## src/hw/hcr_cfg.svh

```systemverilog
// Purpose: Register offsets and reset values of the compare/reset block
// Assumes: APB byte addresses, one aligned 32-bit word per register
// Notes:   Included by the package and the top module
`ifndef HCR_CFG_SVH
`define HCR_CFG_SVH

// ----------------------------------------------------------------
// Register offsets
// ----------------------------------------------------------------
`define HCR_OFF_CTRL      8'h00
`define HCR_OFF_OUT       8'h04
`define HCR_OFF_CMP       8'h08
`define HCR_OFF_ZLO       8'h0C
`define HCR_OFF_ZHI       8'h10
`define HCR_OFF_G1_MODE   8'h14
`define HCR_OFF_G4_MODE   8'h18
`define HCR_OFF_AB_MULT   8'h1C
`define HCR_OFF_CAPA_LO   8'h20
`define HCR_OFF_CAPA_HI   8'h24
`define HCR_OFF_CAPB_LO   8'h28
`define HCR_OFF_CAPB_HI   8'h2C
`define HCR_OFF_CNT0      8'h30
`define HCR_OFF_CNT1      8'h34
`define HCR_OFF_CNTSW     8'h38
`define HCR_OFF_STATUS    8'h3C

// ----------------------------------------------------------------
// Reset values
// ----------------------------------------------------------------
`define HCR_RST_CTRL      32'h01F80000
`define HCR_RST_MODE      16'h0002
`define HCR_RST_AB_MULT   16'h0004
`define HCR_RST_OUT       8'h00

// ----------------------------------------------------------------
// Mode codes and zone geometry
// ----------------------------------------------------------------
`define HCR_MODE_X1       16'h0001
`define HCR_MODE_X2       16'h0002
`define HCR_MODE_X3       16'h0003
`define HCR_ZONE_BITS     3
`define HCR_OUT_BITS      8

`endif

```

## src/hw/hcr_pkg.sv

```systemverilog
// Purpose: Types shared by the compare/reset block
// Assumes: hcr_cfg.svh holds the numbers
// Notes:   Control word layout matches the CTRL register bit for bit
`include "hcr_cfg.svh"

package hcr_pkg;

	// ------------------------------------------------------------
	// Counter selection, control word and pin bundle
	// ------------------------------------------------------------
	typedef enum logic [1:0] {
		SEL_HW0,
		SEL_HW1,
		SEL_SW,
		SEL_NONE
	} hcr_sel_e;

	typedef struct packed {
		logic [2:0] rsvd;
		logic       sw_reset_ctrl;
		logic       sw_start_ctrl;
		logic       sw_start_reset_enable;
		logic       sw_edge_fall;
		logic [1:0] dis_ext_start;
		logic [1:0] dis_ext_reset;
		logic [1:0] hw_int_start;
		logic [1:0] hw_int_reset;
		logic [2:0] zone_base;
		hcr_sel_e   zone_cnt_sel;
		logic       zone_en;
		logic [2:0] irq_inhibit;
		logic       immediate_ext_reset_flag;
		hcr_sel_e   cr_cnt_sel;
		logic [2:0] cr_out_sel;
		logic       cr_self;
		logic       cr_en;
	} hcr_ctrl_s;

	typedef struct packed {
		logic [1:0] phase_a;
		logic [1:0] phase_b;
		logic [1:0] ext_reset;
		logic [1:0] ext_start;
		logic [1:0] cap_evt;
		logic       sw_pulse;
	} hcr_pins_s;

	typedef logic [31:0] hcr_word_t;

endpackage : hcr_pkg

```

## src/hw/hcr_top.sv

```systemverilog
// Purpose: Compare-reset, zone compare and capture for fast counters
// Assumes: Pins are asynchronous; APB master on pclk
// Notes:   Two hardware counters and one software counter
//
// Register access over APB and the register addresses were left to the implementer.
`timescale 1ns/1ps
`include "hcr_cfg.svh"

// ----------------------------------------------------------------
// Pin synchroniser with agreement filter
// ----------------------------------------------------------------
module hcr_sync #(
	parameter int W = 1
) (
	input  wire logic         pclk,
	input  wire logic         presetn,
	input  wire logic [W-1:0] din,
	output logic      [W-1:0] dout
);
	logic [W-1:0] s0_q;
	logic [W-1:0] s1_q;
	logic [W-1:0] s2_q;

	always_ff @(posedge pclk or negedge presetn) begin
		if (!presetn) begin
			s0_q <= '0;
			s1_q <= '0;
			s2_q <= '0;
		end else begin
			s0_q <= din;
			s1_q <= s0_q;
			s2_q <= s1_q;
		end
	end

	// Glitch filter: accept a level only once two stages agree
	always_ff @(posedge pclk or negedge presetn) begin
		if (!presetn) begin
			dout <= '0;
		end else begin
			for (int i = 0; i < W; i++) begin
				if (s1_q[i] == s2_q[i]) begin
					dout[i] <= s2_q[i];
				end
			end
		end
	end
endmodule : hcr_sync

// ----------------------------------------------------------------
// Top
// ----------------------------------------------------------------
module hcr_top
	import hcr_pkg::*;
#(
	parameter int CW = 32
) (
	input  wire logic                  pclk,
	input  wire logic                  presetn,
	input  wire logic                  psel,
	input  wire logic                  penable,
	input  wire logic                  pwrite,
	input  wire logic [7:0]            paddr,
	input  wire logic [31:0]           pwdata,
	output logic      [31:0]           prdata,
	output logic                       pready,
	output logic                       pslverr,
	input  wire hcr_pins_s             pins,
	output logic [`HCR_OUT_BITS-1:0]   out_q,
	output logic                       cmp_irq_q
);

	// ------------------------------------------------------------
	// Declarations
	// ------------------------------------------------------------
	hcr_pins_s          pf;
	hcr_pins_s          pp_q;
	hcr_ctrl_s          ctrl_q;
	logic [CW-1:0]      cmp_q;
	logic [CW-1:0]      zlo_q;
	logic [CW-1:0]      zhi_q;
	logic [15:0]        g1_mode_q;
	logic [15:0]        g4_mode_q;
	logic [15:0]        ab_mult_q;
	logic [CW-1:0]      cap_q   [2];
	logic [CW-1:0]      cnt_q   [3];
	logic [CW-1:0]      prev_q  [3];
	logic [2:0]         rst_q;
	logic [2:0]         rst_p_q;
	logic [2:0]         self_clr;
	logic [2:0]         zone_q;
	logic [2:0]         zone_d;
	logic [31:0]        rdata_d;
	logic               rd_ok;
	logic               wr_en;
	logic [CW-1:0]      cr_val;
	logic [CW-1:0]      cr_prev;
	logic               cr_valid;
	logic               cr_hw;
	logic               eq_evt;
	logic               imm_evt;
	logic [CW-1:0]      zv;
	logic               zvalid;

	hcr_sync #(
		.W       ($bits(hcr_pins_s))
	) u_sync (
		.pclk    (pclk),
		.presetn (presetn),
		.din     (pins),
		.dout    (pf)
	);

	always_ff @(posedge pclk or negedge presetn) begin
		if (!presetn) begin
			pp_q <= '0;
		end else begin
			pp_q <= pf;
		end
	end

	// ------------------------------------------------------------
	// APB slave, one access cycle without wait
	// ------------------------------------------------------------
	assign wr_en = psel & penable & pready & pwrite;

	always_ff @(posedge pclk or negedge presetn) begin
		if (!presetn) begin
			pready  <= 1'b0;
			prdata  <= '0;
			pslverr <= 1'b0;
		end else begin
			pready  <= psel & ~penable;
			prdata  <= (psel & ~penable & ~pwrite) ? rdata_d : '0;
			pslverr <= psel & ~penable & ~rd_ok;
		end
	end

	always_comb begin
		rdata_d = '0;
		rd_ok   = 1'b1;
		unique case (paddr)
			`HCR_OFF_CTRL:    rdata_d = ctrl_q;
			`HCR_OFF_OUT:     rdata_d = {24'h000000, out_q};
			`HCR_OFF_CMP:     rdata_d = cmp_q;
			`HCR_OFF_ZLO:     rdata_d = zlo_q;
			`HCR_OFF_ZHI:     rdata_d = zhi_q;
			`HCR_OFF_G1_MODE: rdata_d = {16'h0000, g1_mode_q};
			`HCR_OFF_G4_MODE: rdata_d = {16'h0000, g4_mode_q};
			`HCR_OFF_AB_MULT: rdata_d = {16'h0000, ab_mult_q};
			`HCR_OFF_CAPA_LO: rdata_d = {16'h0000, cap_q[0][15:0]};
			`HCR_OFF_CAPA_HI: rdata_d = {16'h0000, cap_q[0][31:16]};
			`HCR_OFF_CAPB_LO: rdata_d = {16'h0000, cap_q[1][15:0]};
			`HCR_OFF_CAPB_HI: rdata_d = {16'h0000, cap_q[1][31:16]};
			`HCR_OFF_CNT0:    rdata_d = cnt_q[0];
			`HCR_OFF_CNT1:    rdata_d = cnt_q[1];
			`HCR_OFF_CNTSW:   rdata_d = cnt_q[2];
			`HCR_OFF_STATUS:  rdata_d = {29'h0000000, zone_q};
			default:          rd_ok   = 1'b0;
		endcase
	end

	// ------------------------------------------------------------
	// Software-written configuration
	// ------------------------------------------------------------
	always_ff @(posedge pclk or negedge presetn) begin
		if (!presetn) begin
			ctrl_q    <= hcr_ctrl_s'(`HCR_RST_CTRL);
			cmp_q     <= '0;
			zlo_q     <= '0;
			zhi_q     <= '0;
			g1_mode_q <= `HCR_RST_MODE;
			g4_mode_q <= `HCR_RST_MODE;
			ab_mult_q <= `HCR_RST_AB_MULT;
		end else if (wr_en) begin
			unique case (paddr)
				`HCR_OFF_CTRL:    ctrl_q    <= hcr_ctrl_s'(pwdata);
				`HCR_OFF_CMP:     cmp_q     <= pwdata;
				`HCR_OFF_ZLO:     zlo_q     <= pwdata;
				`HCR_OFF_ZHI:     zhi_q     <= pwdata;
				`HCR_OFF_G1_MODE: g1_mode_q <= pwdata[15:0];
				`HCR_OFF_G4_MODE: g4_mode_q <= pwdata[15:0];
				`HCR_OFF_AB_MULT: ab_mult_q <= pwdata[15:0];
				default:          ;
			endcase
		end
	end

	// ------------------------------------------------------------
	// Hardware counters with quadrature decode
	// ------------------------------------------------------------
	for (genvar i = 0; i < 2; i++) begin : g_hw
		logic        a_e;
		logic        b_e;
		logic        step;
		logic        up;
		logic        run;
		logic        clr;
		logic        rst_lvl;
		logic [15:0] mode;

		assign mode = (i == 0) ? g1_mode_q : g4_mode_q;
		assign a_e  = pf.phase_a[i] ^ pp_q.phase_a[i];
		assign b_e  = pf.phase_b[i] ^ pp_q.phase_b[i];
		// A leading B counts up
		assign up   = pf.phase_a[i] ^ pp_q.phase_b[i];

		always_comb begin
			unique case (mode)
				`HCR_MODE_X1: step = a_e & pf.phase_a[i];
				`HCR_MODE_X2: step = a_e;
				`HCR_MODE_X3: step = a_e | (b_e & pf.phase_b[i]);
				default:      step = a_e | b_e;
			endcase
		end

		assign rst_lvl = ctrl_q.dis_ext_reset[i] ? ctrl_q.hw_int_reset[i]
			: pf.ext_reset[i];
		assign run     = ctrl_q.dis_ext_start[i] ? ctrl_q.hw_int_start[i]
			: pf.ext_start[i];
		assign clr     = rst_lvl | self_clr[i];

		always_ff @(posedge pclk or negedge presetn) begin
			if (!presetn) begin
				cnt_q[i] <= '0;
			end else if (clr) begin
				cnt_q[i] <= '0;
			end else if (run & step) begin
				cnt_q[i] <= up ? cnt_q[i] + 1'b1 : cnt_q[i] - 1'b1;
			end
		end

		always_ff @(posedge pclk or negedge presetn) begin
			if (!presetn) begin
				rst_q[i] <= 1'b0;
			end else begin
				rst_q[i] <= rst_lvl;
			end
		end

		// Capture happens on the rising edge of the event pin
		always_ff @(posedge pclk or negedge presetn) begin
			if (!presetn) begin
				cap_q[i] <= '0;
			end else if (pf.cap_evt[i] & ~pp_q.cap_evt[i]) begin
				cap_q[i] <= cnt_q[i];
			end
		end
	end

	// ------------------------------------------------------------
	// Software counter
	// ------------------------------------------------------------
	logic sw_edge;
	logic sw_run;
	logic sw_rst;

	assign sw_edge = ctrl_q.sw_edge_fall
		? (pp_q.sw_pulse & ~pf.sw_pulse)
		: (pf.sw_pulse & ~pp_q.sw_pulse);
	assign sw_run  = ~ctrl_q.sw_start_reset_enable
		| ctrl_q.sw_start_ctrl;
	assign sw_rst  = ctrl_q.sw_start_reset_enable
		& ctrl_q.sw_reset_ctrl;

	always_ff @(posedge pclk or negedge presetn) begin
		if (!presetn) begin
			cnt_q[2] <= '0;
			rst_q[2] <= 1'b0;
		end else begin
			rst_q[2] <= sw_rst;
			if (sw_rst | self_clr[2]) begin
				cnt_q[2] <= '0;
			end else if (sw_run & sw_edge) begin
				cnt_q[2] <= cnt_q[2] + 1'b1;
			end
		end
	end

	always_ff @(posedge pclk or negedge presetn) begin
		if (!presetn) begin
			for (int k = 0; k < 3; k++) begin
				prev_q[k] <= '0;
			end
			rst_p_q <= '0;
		end else begin
			for (int k = 0; k < 3; k++) begin
				prev_q[k] <= cnt_q[k];
			end
			rst_p_q <= rst_q;
		end
	end

	// ------------------------------------------------------------
	// Compare-reset
	// ------------------------------------------------------------
	always_comb begin
		cr_val   = '0;
		cr_prev  = '0;
		cr_valid = 1'b1;
		cr_hw    = 1'b0;
		unique case (ctrl_q.cr_cnt_sel)
			SEL_HW0: begin
				cr_val  = cnt_q[0];
				cr_prev = prev_q[0];
				cr_hw   = 1'b1;
			end
			SEL_HW1: begin
				cr_val  = cnt_q[1];
				cr_prev = prev_q[1];
				cr_hw   = 1'b1;
			end
			SEL_SW: begin
				cr_val  = cnt_q[2];
				cr_prev = prev_q[2];
			end
			SEL_NONE: cr_valid = 1'b0;
		endcase
	end

	// A change caused by a reset is not a counted arrival
	assign eq_evt  = cr_valid & (cr_val != cr_prev) & (cr_val == cmp_q)
		& ~rst_q[ctrl_q.cr_cnt_sel];
	assign imm_evt = ctrl_q.immediate_ext_reset_flag & cr_hw
		& rst_q[ctrl_q.cr_cnt_sel]
		& ~rst_p_q[ctrl_q.cr_cnt_sel];

	always_comb begin
		self_clr = '0;
		if (ctrl_q.cr_en & ctrl_q.cr_self & eq_evt) begin
			self_clr[ctrl_q.cr_cnt_sel] = 1'b1;
		end
	end

	always_ff @(posedge pclk or negedge presetn) begin
		if (!presetn) begin
			cmp_irq_q <= 1'b0;
		end else begin
			cmp_irq_q <= ctrl_q.cr_en & eq_evt
				& ~ctrl_q.irq_inhibit[ctrl_q.cr_cnt_sel];
		end
	end

	// ------------------------------------------------------------
	// Zone compare
	// ------------------------------------------------------------
	always_comb begin
		zv     = '0;
		zvalid = 1'b1;
		unique case (ctrl_q.zone_cnt_sel)
			SEL_HW0:  zv     = cnt_q[0];
			SEL_HW1:  zv     = cnt_q[1];
			SEL_SW:   zv     = cnt_q[2];
			SEL_NONE: zvalid = 1'b0;
		endcase
		// Limits assumed ordered by software; reversed limits
		// report below whenever the count is under the low limit
		if ($signed(zv) < $signed(zlo_q)) begin
			zone_d = 3'h1;
		end else if ($signed(zv) > $signed(zhi_q)) begin
			zone_d = 3'h4;
		end else begin
			zone_d = 3'h2;
		end
	end

	always_ff @(posedge pclk or negedge presetn) begin
		if (!presetn) begin
			zone_q <= '0;
		end else if (zvalid) begin
			zone_q <= zone_d;
		end
	end

	// ------------------------------------------------------------
	// Result outputs
	// ------------------------------------------------------------
	// Hardware results override a software write in the same cycle
	always_ff @(posedge pclk or negedge presetn) begin
		if (!presetn) begin
			out_q <= `HCR_RST_OUT;
		end else begin
			if (wr_en && paddr == `HCR_OFF_OUT) begin
				out_q <= pwdata[`HCR_OUT_BITS-1:0];
			end
			if (ctrl_q.zone_en & zvalid) begin
				for (int b = 0; b < `HCR_OUT_BITS; b++) begin
					for (int z = 0; z < `HCR_ZONE_BITS; z++) begin
						if (b == int'(ctrl_q.zone_base) + z) begin
							out_q[b] <= zone_d[z];
						end
					end
				end
			end
			if (ctrl_q.cr_en & ~ctrl_q.cr_self & (eq_evt | imm_evt)) begin
				out_q[ctrl_q.cr_out_sel] <= 1'b0;
			end
		end
	end

endmodule : hcr_top

```

## config.mk

```make
export PLATFORM = sky130hd
export DESIGN_NAME = hcr_top
export DESIGN_NICKNAME = d
export VERILOG_FILES = /design/src/hw/hcr_pkg.sv /design/src/hw/hcr_top.sv
export VERILOG_INCLUDE_DIRS = /design/src /design/src/hw
export SDC_FILE = /design/constraint.sdc
export NUM_CORES = 1
export LEC_CHECK = 0
export BUFFER_PORTS_ARGS = -buffer_cell sky130_fd_sc_hd__buf_2
export CELL_PAD_IN_SITES_DETAIL_PLACEMENT = 1
export CELL_PAD_IN_SITES_GLOBAL_PLACEMENT = 2
export CORE_MARGIN = 10
export CORE_UTILIZATION = 46
export CTS_CLUSTER_DIAMETER = 80
export DETAILED_ROUTE_END_ITERATION = 10
export PLACE_DENSITY = 0.93
export SLEW_MARGIN = 30
export SYNTH_ARGS = -nofsm -noshare
export SYNTH_HDL_FRONTEND = slang
export SYNTH_SLANG_ARGS = --single-unit
```

## constraint.sdc

```tcl
create_clock -name pclk -period 9.83 [get_ports pclk]
set_clock_uncertainty 0.05 [all_clocks]
set_input_delay 1.4745 -clock pclk [delete_from_list [all_inputs] [get_ports pclk]]
set_output_delay 1.4745 -clock pclk [all_outputs]
set_load 0.02 [all_outputs]
```

==> Word-level counts from Yosys, hierarchy flattened <==
Cells that the tools add are included.
{ "classes": {"addsub": 7, "bitwise_logic": 60, "n_lt_le_gt_ge": 6, "n_reduce_logical": 21, "mux": 64, "n_eq_ne": 61} }
{ "op_table": {"columns": ["op", "count"], "rows": [
  ["case mux 32 bit (16 select lines)", 1],
  ["two-way mux 32 bit", 9],
  ["case mux 32 bit (3 select lines)", 3],
  ["equality test 4 x 32 -> 1 bit, first input constant", 6],
  ["equality test 3 x 32 -> 1 bit, first input constant", 4],
  ["adder 32 x 1 -> 32 bit, second input constant", 3],
  ["zero test 32 bit", 3],
  ["equality test 16 x 2 -> 1 bit, second input constant", 4],
  ["equality test 2 x 32 -> 1 bit, first input constant", 2],
  ["equality test 8 x 6 -> 1 bit, second input constant", 8],
  ["subtractor 32 x 1 -> 32 bit, second input constant", 2],
  ["two-way mux 1 bit", 38],
  ["equality test 16 x 1 -> 1 bit, second input constant", 2],
  ["equality test 32 bit", 1],
  ["equality test 8 x 5 -> 1 bit, second input constant", 4],
  ["> comparator 32 bit", 1],
  ["less-than comparator 32 bit", 1],
  ["inequality test 32 bit", 1],
  ["bitwise AND 1 bit", 31],
  ["two-way mux 8 bit", 3],
  ["equality test 8 x 4 -> 1 bit, second input constant", 2],
  ["OR reduction 16 bit", 1],
  ["AND reduction 2 bit", 7],
  ["equality test 3 bit, first input constant", 4],
  ["28 further kinds", 78]
]} }
{ "totals": {"elab_cells": 279, "out_inout_bits": 43, "ff_bits": 535, "input_bits": 56} }

==> Depth between registers and ports, before layout <==
{ "logic_depth": {"depth_word": 11, "ltp_mapped": 18, "ltp_nobuf": 14} }

==> Cells and area by module <==
From an unflattened synthesis, not the netlist that was laid out.
{ "hier_totals": {"hier_cells": 2664, "hier_area_um2": 28419.8} }
{ "modules_own_cells": {"columns": ["module", "cells_per_inst", "instances", "seq_area_each_um2", "area_per_inst_um2"], "rows": [
  ["hcr_top", 2609, 1, 12273.0, 27194.8],
  ["hcr_sync", 55, 1, 1101.1, 1224.9]
]} }

==> Worst setup path after synthesis <==
OpenSTA, ideal clock, no wires.
{ "synth_path": {"path_type": "register to register", "start": "register u_sync.dout[9]", "end": "register cnt_q[95] in the netlist's numbering", "required_time_ns": 9.703, "period_less_slack_ns": 4.438, "arrival_ns": 4.310, "stages_incl_launch_ff": 13, "slack_ns": 5.392, "setup_time_ns": 0.077, "path_buffers": 0, "path_cell_list": "dfrtp_1 -> xnor2_1 -> ha_1 -> o21ai_0 -> o211ai_1 -> a311oi_1 -> or2_2 -> o21ai_0 -> a41oi_1 -> a21oi_1 -> xnor2_1 -> or3_1 -> a21oi_1"} }
{ "synth_between": {"elab_chain_len": 5, "word_cells_on_any_way": 11, "classes_between": "mux: 4; bitwise: 6; reduce/logical: 1"} }
{ "synth_rtl": {"columns": ["item", "line_no", "rtl"], "rows": [
  ["from (decl)", "hcr_top.sv:18", "output logic [W-1:0] dout"],
  ["from (signal, indexed assignment)", "hcr_top.sv:43", "dout[i] <= s2_q[i];"],
  ["XOR 1 bit", "hcr_top.sv:203", "assign a_e = pf.phase_a[i] ^ pp_q.phase_a[i];"],
  ["bitwise OR 1 bit, or another cell as far along", "hcr_top.sv:213", "default: step = a_e | b_e;"],
  ["case mux 1 bit (3 select lines)", "hcr_top.sv:209", "unique case (mode)"],
  ["bitwise AND 1 bit", "hcr_top.sv:228", "end else if (run & step) begin"],
  ["nonzero test 2 bit (no line)", null, null],
  ["to (signal, indexed assignment)", "hcr_top.sv:229", "cnt_q[i] <= up ? cnt_q[i] + 1'b1 : cnt_q[i] - 1'b1;"],
  ["to (decl)", "hcr_top.sv:86", "logic [CW-1:0] cnt_q [3];"]
]} }
Parallel ways exist; a longest one is shown, timed or not. The select of a mux whose other input is x is not followed.
A chain may end at the register's enable or synchronous reset.

==> Worst setup path after layout <==
{ "layout_path": {"start": "register ctrl_q[12] in the netlist's numbering", "end": "register out_q[2]"} }
{ "layout_between": {"elab_chain_len": 10, "word_cells_on_any_way": 17, "classes_between": "order compare: 2; eq/ne: 3; mux: 9; bitwise: 2; reduce/logical: 1"} }
{ "layout_rtl": {"columns": ["item", "line_no", "rtl"], "rows": [
  ["from (decl)", "hcr_top.sv:78", "hcr_ctrl_s ctrl_q;"],
  ["from (signal assigned)", "hcr_top.sv:168", "ctrl_q <= hcr_ctrl_s'(`HCR_RST_CTRL);"],
  ["from (signal assigned)", "hcr_top.sv:177", "`HCR_OFF_CTRL: ctrl_q <= hcr_ctrl_s'(pwdata);"],
  ["equality test 2 bit, or another cell as far along", "hcr_top.sv:350", "unique case (ctrl_q.zone_cnt_sel)"],
  ["case mux 32 bit (3 select lines)", "hcr_top.sv:350", null],
  ["less-than comparator 32 bit / > comparator 32 bit (equally long branches)", "hcr_top.sv:358, hcr_top.sv:360", null],
  ["two-way mux 3 bit, on equally long branches", "hcr_top.sv:358, hcr_top.sv:360", null],
  ["two-way mux 1 bit / two-way mux 3 bit (equally long branches)", "hcr_top.sv:389, hcr_top.sv:358", null],
  ["two-way mux 1 bit (2 in a row)", "hcr_top.sv:389", "if (b == int'(ctrl_q.zone_base) + z) begin"],
  ["two-way mux 8 bit (*)", "hcr_top.sv:386", "if (ctrl_q.zone_en & zvalid) begin"],
  ["bitwise AND 8 bit (no line)", null, null],
  ["two-way mux 8 bit (*)", "hcr_top.sv:395", "if (ctrl_q.cr_en & ~ctrl_q.cr_self & (eq_evt | imm_evt)) begin"],
  ["to (signal assigned)", "hcr_top.sv:381", "out_q <= `HCR_RST_OUT;"],
  ["to (signal assigned)", "hcr_top.sv:384", "out_q <= pwdata[`HCR_OUT_BITS-1:0];"],
  ["to (signal, indexed assignment)", "hcr_top.sv:390", "out_q[b] <= zone_d[z];"],
  ["to (decl)", "hcr_top.sv:69", "output logic [`HCR_OUT_BITS-1:0] out_q,"]
]} }
Every way passes the cells marked *; elsewhere a longest branch is shown, timed or not.

==> qor.yml <==
path_clk_slew_ps: 60
root_buffer: "clkbuf_16"
initial_core_util_pct: 46.3
rows: 91
cts_resized: 0
synth_edf_count: 0
critPathRequiredTime_ps: 10320
hold_path.class: "flop to flop"
routedWlPerCell_um: 31.0
via_per_inst: 6.46
setup_viol: 0
slew_headroom_pct: 26.1
grt_pass1_vias: 24800
antenna_found_initial: 9
cap_viol_max_count: 0
finalHoldViolCount: 0
grt_max_degree: 149
hold_slack_ps: 300
final_cell_mix: "dfrtp_1, mux2_2, nor2_1"
gp_routability_congestion: 0.987
final_cells: 3617
grt_pass1_wl_mm: 166
post_cts_buffers: 0
finalCritPeriodShare_pct: 53.2
finalPower_mw: 8.09
crit_fanout: 20
dp.cells: 3506
finalWirelength_mm: 112
avgSynthCellArea_um2: 10.9
synth_cell_type_count: 78
status: "finished clean"
num_io_pins: 99
critical_path_class: "flop to flop"
final_common_cell: "dfrtp_1"
syn_area_mm2: 0.0285
end_kind: "flop"
fp.dieArea_mm2: 0.0724
area_delta_synth_final_pct: 13.0
ir_worst_vdd_v: 0.000164
synth_cells: 2626
fmax_mhz: 191
grt_usage_pct: 30.9
tritoncts: "done"
insertion_delay_ps: 660
powerDensity_mw_per_mm2: 251
nets: 2919
async_flop_share_pct: 100
fin_crit_ps: 5230
numCtsBuffers: 58
drtAntennaViolNets: 0
drt_iter0_drc: 2499
critPathLaunchType: "flop"
multi_input_area_mm2: 0.0142
dieHeight_um: 269
overflow: 0
cts_htree_levels: 2
die_w_um: 269
ctsHoldBuffers: 0
via_count: 23400
cp.arrival_ps: 5710
ys_seq_elements: 534
fillerInstances: 6550
drc: 0
portBuffers: 98
hpwl_mm: 78.7
max-clock-path-buffers: 3
drive_above_1_share_pct: 20.1
ys_seq_area_share_pct: 46.9
synth_nets: 2816
slew_viol_final: 0
utilization_pct: 52.3
seq_area_mm2: 0.0134
worst_pin_slew_ps: 1080
yosys_warnings: 0
tns_ps: 0
clock_sink_count: 534
rsz0062_at_grt: "no"
leakagePower_nw: 14.8
yosys_most_used_dff: "dfrtp_1"
design.core.area_mm2: 0.0616
firstDrtPassIters: 10
## critical path, cell delays in order (launching register included)
cell and delay (ps):
dfrtp_2 590, buf_4 340, nor2b_2 620, nand2_1 120
o21ai_0 150, ha_1 320, and4_1 350, nand3_1 160
nor3_1 710, o311ai_1 240, nand2_1 130, xor2_1 70
buf_4 210, nor2b_1 510, nand3_1 160, a222oi_1 360
## through the flow
stage	cell area, um^2	setup slack [ps]
5_1_grt	32200	4320
6_report	32200	4600
3_5_place_dp	30100	4790
4_1_cts	32200	4720
2_1_floorplan	28500	5390
3_3_place_gp	30100	4930
## cells in the mapped netlist, drive strengths merged (55+ instances only)
| master | instances | area, um^2 |
|---|---|---|
| a21oi | 132 | 661 |
| buf | 55 | 302 |
| clkbuf | 76 | 285 |
| dfrtp | 525 | 13100 |
| ha | 132 | 1650 |
| inv | 102 | 383 |
| mux2 | 250 | 2820 |
| mux2i | 134 | 1340 |
| nand2 | 163 | 612 |
| nor2 | 220 | 828 |
| o21ai | 88 | 440 |
| xnor2 | 74 | 648 |
| xor2 | 72 | 631 |
## layout make-up
class | instances | share of cell area (%)
inverters | 102 | 1.19
diodes | 6 | 0.0466
clock buffers | 80 | 5.14
repair buffers | 174 | 3.49
multi-input cells | 1859 | 44.2
well taps | 837 | 3.25
clock inverters | 25 | 1.19
flip-flops and latches | 534 | 41.5
## final timing paths
check                      depth (start not counted)                      from                        to  slack, ps
setup / recovery                                  15    ctrl_q[12]$_DFFE_PN0P_        out_q[2]$_DFF_PN0_       4600
hold / removal                                     0  u_sync.s0_q[9]$_DFF_PN0_  u_sync.s1_q[9]$_DFF_PN0_        300
setup reg to reg                                  15    ctrl_q[12]$_DFFE_PN0P_        out_q[2]$_DFF_PN0_       4600
hold reg to reg                                    0  u_sync.s0_q[9]$_DFF_PN0_  u_sync.s1_q[9]$_DFF_PN0_        300
max in group asynchronous                          2                   presetn     ctrl_q[5]$_DFFE_PN0P_       7400
min in group asynchronous                          1                   presetn  u_sync.s1_q[5]$_DFF_PN0_        800
## registers in the layout, indices dropped and copies added, names as in the netlist, 16 cells and up
name and count:
ab_mult_q 16, cap_q 64, cmp_q 32, cnt_q 96, ctrl_q 32, g1_mode_q 16, g4_mode_q 16, prdata 32
prev_q 96, zhi_q 32, zlo_q 32
## power breakdown
group | internal, mW | switching (mW) | leakage [nW]
registers | 2.52 | 0.404 | 7.14
logic | 1.06 | 1.74 | 6.65
clock network | 1.41 | 0.965 | 1.01
## cell families (layout without fill, tap and decap cells)
logic type	after synthesis	after routing	synth area share [%]
muxes	384	384	14.6
other	0	6	0
buffers and inverters	233	381	3.40
and+or+nand+nor	577	577	9.36
adders and majority gates	145	145	6.32
xor gates and xnor gates	146	146	4.48
DFF	534	534	46.9
AOI/OAI and AO/OA	607	607	15.0
## routing by layer
layer | global-route usage (%) | part of all wire [%]
met4 | 19.2 | 6.8
met5 | 0 | 0.030
met3 | 6.71 | 7.7
met1 | 37.5 | 39
met2 | 49.5 | 46
No activity file was read; power rests on OpenSTA's default activity.
